**config.mk**
```make
export PLATFORM = sky130hd
export DESIGN_NAME = asl_unit
export DESIGN_NICKNAME = d
export VERILOG_FILES = /design/src/rtl/asl_pkg.sv /design/src/rtl/asl_stack.sv /design/src/rtl/asl_oct_to_bin.sv /design/src/rtl/asl_unit.sv
export SDC_FILE = /design/constraint.sdc
export NUM_CORES = 1
export LEC_CHECK = 0
export ABC_AREA = 1
export BUFFER_PORTS_ARGS = -buffer_cell sky130_fd_sc_hd__buf_2
export CELL_PAD_IN_SITES_DETAIL_PLACEMENT = 1
export CELL_PAD_IN_SITES_GLOBAL_PLACEMENT = 1
export CORE_AREA = 3 3 207 209
export CTS_CLUSTER_SIZE = 8
export DETAILED_ROUTE_END_ITERATION = 16
export DIE_AREA = 0 0 210 212
export PLACE_DENSITY_LB_ADDON = 0.1
export RECOVER_POWER = 50
export SLEW_MARGIN = 20
export SYNTH_ARGS = -nofsm -noshare
export SYNTH_HDL_FRONTEND = slang
export SYNTH_SLANG_ARGS = --single-unit
```
**constraint.sdc**
```tcl
create_clock -name ref_clk -period 27.7 [get_ports ref_clk]
set_input_delay 5.54 -clock ref_clk [delete_from_list [all_inputs] [get_ports ref_clk]]
set_output_delay 5.54 -clock ref_clk [all_outputs]
set_load 0.02 [all_outputs]
```
**src/rtl/asl_pkg.sv**
```systemverilog
// asl_pkg: shared constants and types of the accumulator/stack load unit
// assumes: one clock domain, sequencer and variable memory on that clock
package asl_pkg;

    // datapath widths
    localparam int ACC_W   = 32;            // accumulator and stack entries
    localparam int WORD_W  = 16;            // one memory word
    localparam int ADDR_W  = 16;            // memory word index
    localparam int STK_DEP = 8;             // stack levels
    localparam int OCT_DIG = 6;             // octal digits of an address

    // field positions inside the accumulator
    localparam int LO_MSB  = 15;            // top bit of the low word
    localparam int HI_LSB  = 16;            // bottom bit of the high word
    localparam int SIGN_B  = 31;            // two's-complement sign bit

    // constants
    localparam logic [ACC_W-1:0]  ACC_RST  = 32'h0000_0000;
    localparam logic [WORD_W-1:0] HALF_0   = 16'h0000;
    localparam logic [WORD_W-1:0] IMM_MAX  = 16'hFFFF;
    localparam logic [ADDR_W-1:0] ADDR_ONE = 16'h0001;

    // command codes from the sequencer
    typedef enum logic [2:0] {
        OP_LOAD_WORD       = 3'h0,      // 16-bit load, high half cleared
        OP_LOAD_DOUBLE     = 3'h1,      // 32-bit load, two words
        OP_LOAD_OCTAL_ADDR = 3'h2,      // octal address to binary, load
        OP_STORE_WORD      = 3'h3,      // low half to one word
        OP_STORE_DOUBLE    = 3'h4,      // 32 bits to two words
        OP_POP             = 3'h5,      // stack top into accumulator
        OP_RESULT          = 3'h6       // manipulation result into acc
    } asl_op_e;

    // operand addressing modes
    typedef enum logic [1:0] {
        MODE_IMM = 2'h0,                // constant on cmd_data
        MODE_DIR = 2'h1,                // cmd_addr names the word
        MODE_PTR = 2'h2                 // cmd_addr names the pointer word
    } asl_mode_e;

    // sequencer states, one-hot
    typedef enum logic [3:0] {
        ST_IDLE = 4'h1,                 // waiting for a command
        ST_PTR  = 4'h2,                 // reading the pointer word
        ST_LO   = 4'h4,                 // low word transfer
        ST_HI   = 4'h8                  // high word transfer
    } asl_state_e;

endpackage

```
**src/rtl/asl_stack.sv**
```systemverilog
// asl_stack: push-down stack of accumulator words held in flip-flops
// assumes: push and pop never asserted together by the owner
module asl_stack
    import asl_pkg::*;
#(
    parameter int DEPTH = STK_DEP,      // number of levels
    parameter int W     = ACC_W         // entry width
) (
    // clock and reset
    input  wire logic         clk,
    input  wire logic         rst_n,
    // control
    input  wire logic         push,
    input  wire logic         pop,
    input  wire logic [W-1:0] push_data,
    // view of the top level
    output logic [W-1:0]      top
);

    // a stack of one level could not shift at all
    if (DEPTH < 2) begin : g_chk
        $error("asl_stack: DEPTH must be at least 2");
    end

    logic [W-1:0] ent_q [DEPTH];        // index 0 is the top
    logic [W-1:0] ent_d [DEPTH];        // next contents

    // next contents: shift down on push, up on pop
    always_comb begin
        for (int i = 0; i < DEPTH; i++) begin
            ent_d[i] = ent_q[i];
        end
        if (push) begin
            // the bottom level falls off and is lost
            for (int i = DEPTH - 1; i > 0; i--) begin
                ent_d[i] = ent_q[i-1];
            end
            ent_d[0] = push_data;
        end else if (pop) begin
            // remaining levels move up, zero enters the bottom
            for (int i = 0; i < DEPTH - 1; i++) begin
                ent_d[i] = ent_q[i+1];
            end
            ent_d[DEPTH-1] = ACC_RST;
        end
    end

    // level registers
    always_ff @(posedge clk or negedge rst_n) begin
        if (!rst_n) begin
            for (int i = 0; i < DEPTH; i++) begin
                ent_q[i] <= ACC_RST;
            end
        end else begin
            for (int i = 0; i < DEPTH; i++) begin
                ent_q[i] <= ent_d[i];
            end
        end
    end

    assign top = ent_q[0];

endmodule

```
**src/rtl/asl_oct_to_bin.sv**
```systemverilog
// asl_oct_to_bin: packs octal digits, one per nibble, into a binary value
// assumes: each nibble holds 0..7; a bigger nibble keeps its low 3 bits
module asl_oct_to_bin
    import asl_pkg::*;
#(
    parameter int DIGITS = OCT_DIG      // octal digits accepted
) (
    // digits, least significant in bits 3:0
    input  wire logic [4*DIGITS-1:0] digits,
    // binary equivalent
    output logic [3*DIGITS-1:0]      value
);

    if (DIGITS < 1 || 3 * DIGITS > ACC_W) begin : g_chk
        $error("asl_oct_to_bin: DIGITS out of range");
    end

    // each octal digit is exactly three binary bits
    for (genvar g = 0; g < DIGITS; g++) begin : g_dig
        assign value[3*g +: 3] = digits[4*g +: 3];
    end

endmodule

```
**src/rtl/asl_unit.sv**
```systemverilog
// asl_unit: accumulator with push-down stack, loads, stores and pops
// assumes: sequencer and variable memory run on ref_clk; memory answers
// each request with a one-cycle mem_ack, read data valid with that ack

// Behaviour
// - 32-bit accumulator, cleared at every scan end
// - word load fills low half, zeroes high
// - word constant limited to 0 to FFFF
// - double load/store moves two consecutive words
// - later loads push previous accumulator first
// - store cancels the pending push
// - push shifts every stack entry down
// - eight 32-bit levels, bottom lost when full
// - pop moves top into accumulator, shifts up
// - pointer word holds binary index of target
// - octal address operand converted to binary
// - pointer outside memory sets range flag
// - negative flag follows accumulator sign
// - zero flag set when load gives zero
// - manipulation result replaces accumulator contents
module asl_unit
    import asl_pkg::*;
#(
    parameter int DEPTH = STK_DEP       // stack levels
) (
    // clock and reset
    input  wire logic              ref_clk,
    input  wire logic              rst_n,
    // command from the sequencer
    input  wire logic              cmd_valid,
    input  wire logic [2:0]        cmd_op,
    input  wire logic [1:0]        cmd_mode,
    input  wire logic [ADDR_W-1:0] cmd_addr,
    input  wire logic [ACC_W-1:0]  cmd_data,
    input  wire logic              scan_end,
    output logic                   cmd_ready_q,
    output logic                   cmd_done_q,
    // implemented memory window for pointers
    input  wire logic [ADDR_W-1:0] ptr_lo_bound,
    input  wire logic [ADDR_W-1:0] ptr_hi_bound,
    // variable memory port
    output logic                   mem_req_q,
    output logic                   mem_we_q,
    output logic [ADDR_W-1:0]      mem_addr_q,
    output logic [WORD_W-1:0]      mem_wdata_q,
    input  wire logic [WORD_W-1:0] mem_rdata,
    input  wire logic              mem_ack,
    // accumulator and flags
    output logic [ACC_W-1:0]       acc_q,
    output logic                   pointer_range_flag_q,
    output logic                   negative_flag_q,
    output logic                   zero_load_flag_q
);

    // reset release: asynchronous assert, two-flop release
    logic rst_s1_q;                     // first release stage
    logic rst_s2_q;                     // reset used by the design
    always_ff @(posedge ref_clk or negedge rst_n) begin
        if (!rst_n) begin
            rst_s1_q <= 1'b0;
            rst_s2_q <= 1'b0;
        end else begin
            rst_s1_q <= 1'b1;
            rst_s2_q <= rst_s1_q;
        end
    end

    // sequencer state
    asl_state_e          state_q, state_d;
    asl_op_e             op_q, op_d;        // command in progress
    logic [ADDR_W-1:0]   base_q, base_d;    // resolved word index
    logic [WORD_W-1:0]   low_q, low_d;      // low word of a double load
    logic                pend_q, pend_d;    // next load must push
    logic [ACC_W-1:0]    acc_d;
    logic                ready_d, done_d;
    logic                req_d, we_d;
    logic [ADDR_W-1:0]   maddr_d;
    logic [WORD_W-1:0]   wdata_d;
    logic                prng_d, neg_d, zero_d;

    // stack control and view
    logic                push;
    logic                pop;
    logic [ACC_W-1:0]    stk_top;

    // octal address conversion of the low digits of cmd_data
    logic [3*OCT_DIG-1:0] oct_val;

    asl_stack #(
        .DEPTH     (DEPTH),
        .W         (ACC_W)
    ) u_stack (
        .clk       (ref_clk),
        .rst_n     (rst_s2_q),
        .push      (push),
        .pop       (pop),
        .push_data (acc_q),
        .top       (stk_top)
    );

    asl_oct_to_bin #(
        .DIGITS (OCT_DIG)
    ) u_oct (
        .digits (cmd_data[4*OCT_DIG-1:0]),
        .value  (oct_val)
    );

    // decoded command in the idle state
    asl_op_e   cop;
    asl_mode_e cmode;
    logic      take;
    assign cop   = asl_op_e'(cmd_op);
    assign cmode = asl_mode_e'(cmd_mode);
    assign take  = cmd_valid && cmd_ready_q;

    // is the operation in progress a store
    function automatic logic is_store(input asl_op_e o);
        is_store = (o == OP_STORE_WORD) || (o == OP_STORE_DOUBLE);
    endfunction

    // next values of the whole datapath
    always_comb begin
        state_d = state_q;
        op_d    = op_q;
        base_d  = base_q;
        low_d   = low_q;
        pend_d  = pend_q;
        acc_d   = acc_q;
        done_d  = 1'b0;
        push    = 1'b0;
        pop     = 1'b0;
        prng_d  = pointer_range_flag_q;
        zero_d  = zero_load_flag_q;

        case (state_q)
            ST_IDLE: begin
                if (take) begin
                    op_d   = cop;
                    base_d = cmd_addr;
                    case (cop)
                        OP_POP: begin
                            // accumulator discarded, top moves
                            pop    = 1'b1;
                            acc_d  = stk_top;
                            done_d = 1'b1;
                        end
                        OP_RESULT: begin
                            // result overwrites, no push
                            acc_d  = cmd_data;
                            done_d = 1'b1;
                        end
                        OP_LOAD_OCTAL_ADDR: begin
                            // binary form of the octal operand
                            push   = pend_q;
                            acc_d  = ACC_W'(oct_val);
                            zero_d = (oct_val == '0);
                            pend_d = 1'b1;
                            done_d = 1'b1;
                        end
                        default: begin
                            if (cmode == MODE_PTR) begin
                                state_d = ST_PTR;
                            end else if (cmode == MODE_DIR) begin
                                state_d = ST_LO;
                            end else if (cop == OP_LOAD_WORD) begin
                                // constant is at most four hex digits
                                push   = pend_q;
                                acc_d  = {HALF_0,
                                          cmd_data[LO_MSB:0] & IMM_MAX};
                                zero_d = (acc_d == ACC_RST);
                                pend_d = 1'b1;
                                done_d = 1'b1;
                            end else if (cop == OP_LOAD_DOUBLE) begin
                                // eight-digit constant fills all 32 bits
                                push   = pend_q;
                                acc_d  = cmd_data;
                                zero_d = (cmd_data == ACC_RST);
                                pend_d = 1'b1;
                                done_d = 1'b1;
                            end else begin
                                // a constant cannot be stored into;
                                // the store still cancels the push
                                pend_d = 1'b0;
                                done_d = 1'b1;
                            end
                        end
                    endcase
                end
            end
            ST_PTR: begin
                if (mem_ack) begin
                    // pointer contents are a binary index
                    if (mem_rdata < ptr_lo_bound ||
                        mem_rdata > ptr_hi_bound) begin
                        // abandon the access, accumulator untouched
                        prng_d  = 1'b1;
                        done_d  = 1'b1;
                        state_d = ST_IDLE;
                    end else begin
                        prng_d  = 1'b0;
                        base_d  = mem_rdata;
                        state_d = ST_LO;
                    end
                end
            end
            ST_LO: begin
                if (mem_ack) begin
                    case (op_q)
                        OP_LOAD_WORD: begin
                            push    = pend_q;
                            acc_d   = {HALF_0, mem_rdata};
                            zero_d  = (mem_rdata == HALF_0);
                            pend_d  = 1'b1;
                            done_d  = 1'b1;
                            state_d = ST_IDLE;
                        end
                        OP_STORE_WORD: begin
                            pend_d  = 1'b0;
                            done_d  = 1'b1;
                            state_d = ST_IDLE;
                        end
                        default: begin
                            // first of two words of a double
                            low_d   = mem_rdata;
                            state_d = ST_HI;
                        end
                    endcase
                end
            end
            ST_HI: begin
                if (mem_ack) begin
                    if (op_q == OP_LOAD_DOUBLE) begin
                        push   = pend_q;
                        acc_d  = {mem_rdata, low_q};
                        zero_d = ({mem_rdata, low_q} == ACC_RST);
                        pend_d = 1'b1;
                    end else begin
                        pend_d = 1'b0;
                    end
                    done_d  = 1'b1;
                    state_d = ST_IDLE;
                end
            end
            default: begin
                state_d = ST_IDLE;
            end
        endcase

        // scan end wins over state, accumulator, push, pop and flags: the next load is the first one
        if (scan_end) begin
            state_d = ST_IDLE;
            acc_d   = ACC_RST;
            pend_d  = 1'b0;
            prng_d  = 1'b0;
            zero_d  = 1'b0;
            push    = 1'b0;
            pop     = 1'b0;
        end

        // sign bit of the two's-complement value
        neg_d   = acc_d[SIGN_B];
        ready_d = (state_d == ST_IDLE);
    end

    // memory request for the state about to be entered; the request
    // stands until acknowledged or a scan end, so a slow memory simply stretches it
    always_comb begin
        req_d   = (state_d != ST_IDLE);
        we_d    = 1'b0;
        maddr_d = base_d;
        wdata_d = acc_d[LO_MSB:0];
        case (state_d)
            ST_PTR: begin
                maddr_d = base_d;
            end
            ST_LO: begin
                we_d    = is_store(op_d);
                maddr_d = base_d;
                wdata_d = acc_d[LO_MSB:0];
            end
            ST_HI: begin
                // second word sits at the next index
                we_d    = is_store(op_d);
                maddr_d = base_d + ADDR_ONE;
                wdata_d = acc_d[ACC_W-1:HI_LSB];
            end
            default: begin
                req_d = 1'b0;
            end
        endcase
    end

    // all state registers
    always_ff @(posedge ref_clk or negedge rst_s2_q) begin
        if (!rst_s2_q) begin
            state_q              <= ST_IDLE;
            op_q                 <= OP_LOAD_WORD;
            base_q               <= '0;
            low_q                <= HALF_0;
            pend_q               <= 1'b0;
            acc_q                <= ACC_RST;
            cmd_ready_q          <= 1'b0;
            cmd_done_q           <= 1'b0;
            mem_req_q            <= 1'b0;
            mem_we_q             <= 1'b0;
            mem_addr_q           <= '0;
            mem_wdata_q          <= HALF_0;
            pointer_range_flag_q <= 1'b0;
            negative_flag_q      <= 1'b0;
            zero_load_flag_q     <= 1'b0;
        end else begin
            state_q              <= state_d;
            op_q                 <= op_d;
            base_q               <= base_d;
            low_q                <= low_d;
            pend_q               <= pend_d;
            acc_q                <= acc_d;
            cmd_ready_q          <= ready_d;
            cmd_done_q           <= done_d;
            mem_req_q            <= req_d;
            mem_we_q             <= we_d;
            mem_addr_q           <= maddr_d;
            mem_wdata_q          <= wdata_d;
            pointer_range_flag_q <= prng_d;
            negative_flag_q      <= neg_d;
            zero_load_flag_q     <= zero_d;
        end
    end

endmodule

```
==> qor.yml <==
grt:
  grt_busiest_layer: "met2"
  grt_max_degree: 177
  track_usage_pct: 31.4
  grt_pass1_wl_um: 110000
  grt.overflow.total: 0
  grtUsageMet1_pct: 42.5
  grt_pass1_vias: 19100
  grtUsageMet2_pct: 52.0
  grt_antenna_before_repair: 0
  met3_usage_pct: 4.77
die:
  io_pins: 177
  die_width_um: 210
  rows: 74
  dieArea_um2: 44500
  core-area_um2: 41000
  start_util_pct: 47.8
  die_h_um: 212
critical_path:
  path_max_fanout: 176
  path_cells: "clkbuf_1 > clkbuf_1"
  regToRegStartpoint: "rst_s2_q"
  critical-path-max-stage-delay_ns: 6.57
  start_kind: "flip-flop"
  worst_path_most_repeated_cell: "clkbuf_1"
  end_kind: "async pin"
  path_class: "flip-flop to async pin"
  worstPathArrival_ns: 12.11
  crit_slowest_cell: "clkbuf_1"
  crit_start: "rst_s2_q"
  cp.required_ns: 27.39
detailed_routing:
  ant_nets: 0
  drc_errors: 0
  vias: 18200
  wl_per_cell_um: 22.3
  drt_iter0_markers: 1647
  wl_um: 69900
  drt_pass1_iterations: 5
  via_per_inst: 5.83
layout:
  layout_commonest_cell: "inv_1"
  multi_input_area_um2: 7630
  final_util_pct: 53.7
  register_area_um2: 9210
  fin_cells: 3127
  fillerInstances: 5034
  layout.cells.most_common_list: "inv_1 (571), nand2_1 (426), dfrtp_1 (367), o21ai_0 (218), buf_2 (145)"
  postLayoutCellArea_um2: 22000
  nNetsFinal: 2724
  synthToLayoutAreaGrowth_pct: 12.2
  drive_gt1_share_pct: 9.37
clock_network:
  cts.sinks: 368
  cts_buffer_depth: 3
  post_cts_resized: 0
  hold_buffers: 0
  cts_tree: "done"
  clkLatencyLatePin_ns: 0.60
  cts_buffers: 51
  clkTransAtPathRegs_ns: 0.05
  cts-root-buf: "clkbuf_16"
  htree_num_levels: 2
  cts_setup_buffers: 0
timing:
  final-hold-violation-count: 0
  fin_crit_sh_pct: 44.8
  max_freq_mhz: 80.5
  grt_setup_unrepaired: "no"
  skew_ns: 0.0263
  maxSlewHeadroom_pct: -529
  fin_hold_ws_ns: 0.356
  finalSetupTns_ns: 0
  slew_viol_final: 373
  finalCriticalPeriod_ns: 12.42
  setup_viol_count_final: 0
  worst-slew-pin-transition_ns: 9.44
logic_synthesis:
  synthCells: 2476
  yosys_register_bits: 368
  syn_avg_cell_area_um2: 7.92
  synth_cell_type_count: 48
  ys_seq_area_share_pct: 46.9
  netlist_area_um2: 19600
  ys_warn_count: 0
  synth_edf_count: 0
  ys.flop_type: "dfrtp_1"
  async_flop_share_pct: 100
  syn-num-nets: 2616
placed_design:
  gp_congestion: 0.970
  hpwl_um: 47900
  placed_area_um2: 20700
  placedCellCount: 3063
  io_buffer_count: 176
outcome:
  status: "finished with violations"
  violations: "capacitance limit, slew limit"
pwr:
  seqPwrFrac_pct: 43.0
  clkPwrFrac_pct: 27.8
  p_int_mw: 1.27
  switching_share_pct: 36.8
  pwr-share-comb_pct: 29.2
  peakVddDrop_mv: 0.0469
  power_leakage_nw: 11.5
  p_per_area_nw_per_um2: 91.5
  p_sw_mw: 0.741
min_path:
  hold_class: "flip-flop to flip-flop"
  hold_path_startpoint: "rst_s1_q"
flow_run:
  max_cap_viol_count: 4
-- path summary, 6_finish.rpt --
| path | depth (start not counted) | endpoint | slack (ns) |
|---|---|---|---|
| min in group asynchronous | 0 | mem_wdata_q[15] | 0.68 |
| worst min register to register | 0 | rst_s2_q | 0.36 |
| worst max register to register | 2 | u_stack.ent_q[209] | 15.28 |
| max in group ref_clk | 15 | u_stack.ent_q[155] | 17.77 |
| worst min-delay path | 0 | rst_s2_q | 0.36 |
| worst max-delay path | 2 | u_stack.ent_q[209] | 15.28 |
-- cell usage after synthesis, types with 12 or more instances --
cell        n  area, µm²
ha_1       34        425
nand4_1    21        131
inv_1     570       2140
a21oi_1    77        385
a221oi_1   34        298
nor2_1    139        522
nor4_1     12       75.1
inv_2      13       48.8
buf_2      34        170
o21ai_0   218       1090
nor3_1     13       65.1
o221ai_1   66        578
clkbuf_1   91        342
nand3_1    29        145
nand2_1   427       1600
a31oi_1    15       93.8
o211ai_1  122        916
o22ai_1    93        582
dfrtp_1   367       9180
-- cell families (layout without fill, tap and decap cells) --
| kind of cell | count (synthesis) | after routing | share of synthesized area, % |
|---|---|---|---|
| xor+xnor | 8 | 8 | 0.357 |
| simple gates | 660 | 660 | 14.0 |
| flops | 368 | 368 | 46.9 |
| buf+inv | 724 | 842 | 14.2 |
| other cells | 1 | 2 | 0.0191 |
| fa+ha+maj | 34 | 34 | 2.17 |
| compound gates | 681 | 681 | 22.3 |
-- final cells by class --
| type | count | share of cell area (%) |
|---|---|---|
| flip-flops and latches | 368 | 41.8 |
| multi-input cells | 1384 | 34.7 |
| inverters | 585 | 9.98 |
| clock buffers | 61 | 5.97 |
| repair buffers | 194 | 4.39 |
| well taps | 532 | 3.02 |
| clock inverters | 2 | 0.148 |
| diodes | 1 | 0.0114 |
-- sequential cells by signal, summed over array words and instances (netlist names) --
signal / count
u_stack.ent_q: 224
op_q: 3
mem_req_q: 1
rst_s1_q: 1
base_q: 16
cmd_ready_q: 1
mem_wdata_q: 16
mem_we_q: 1
zero_load_flag_q: 1
mem_addr_q: 16
low_q: 16
pend_q: 1
state_q: 4
u_stack.top: 32
acc_q: 32
rst_s2_q: 1
cmd_done_q: 1
pointer_range_flag_q: 1
-- critical path, delay by kind of cell (launching register included) --
kind     cells  cell delay (ns)
flops        1             1.42
buf+inv      2             9.92
-- through the flow --
| step | worst slack [ns] | power [mW] |
|---|---|---|
| 2_1_floorplan | 16.69 | 1.25 |
| 3_3_place_gp | 17.57 | 1.40 |
| 3_5_place_dp | 17.38 | 1.45 |
| 4_1_cts | 17.94 | 2.03 |
| 5_1_grt | 12.81 | 2.16 |
| 6_report | 15.28 | 2.01 |
-- metal layers --
layer  part of all wire, %  up-vias
li1                      -     8346
met1                    43     9176
met2                    48      572
met3                   5.8      129
met4                   3.4        0
met5                     0        -
-- power by group through the flow --
stage,logic (mW),clock network (mW),registers [mW]
floorplan,0.397,0,0.850
global placement,0.540,0,0.857
detailed placement,0.580,0,0.868
CTS,0.595,0.571,0.864
global route,0.674,0.595,0.890
finish,0.589,0.559,0.866
No activity file was read; power rests on OpenSTA's default activity.
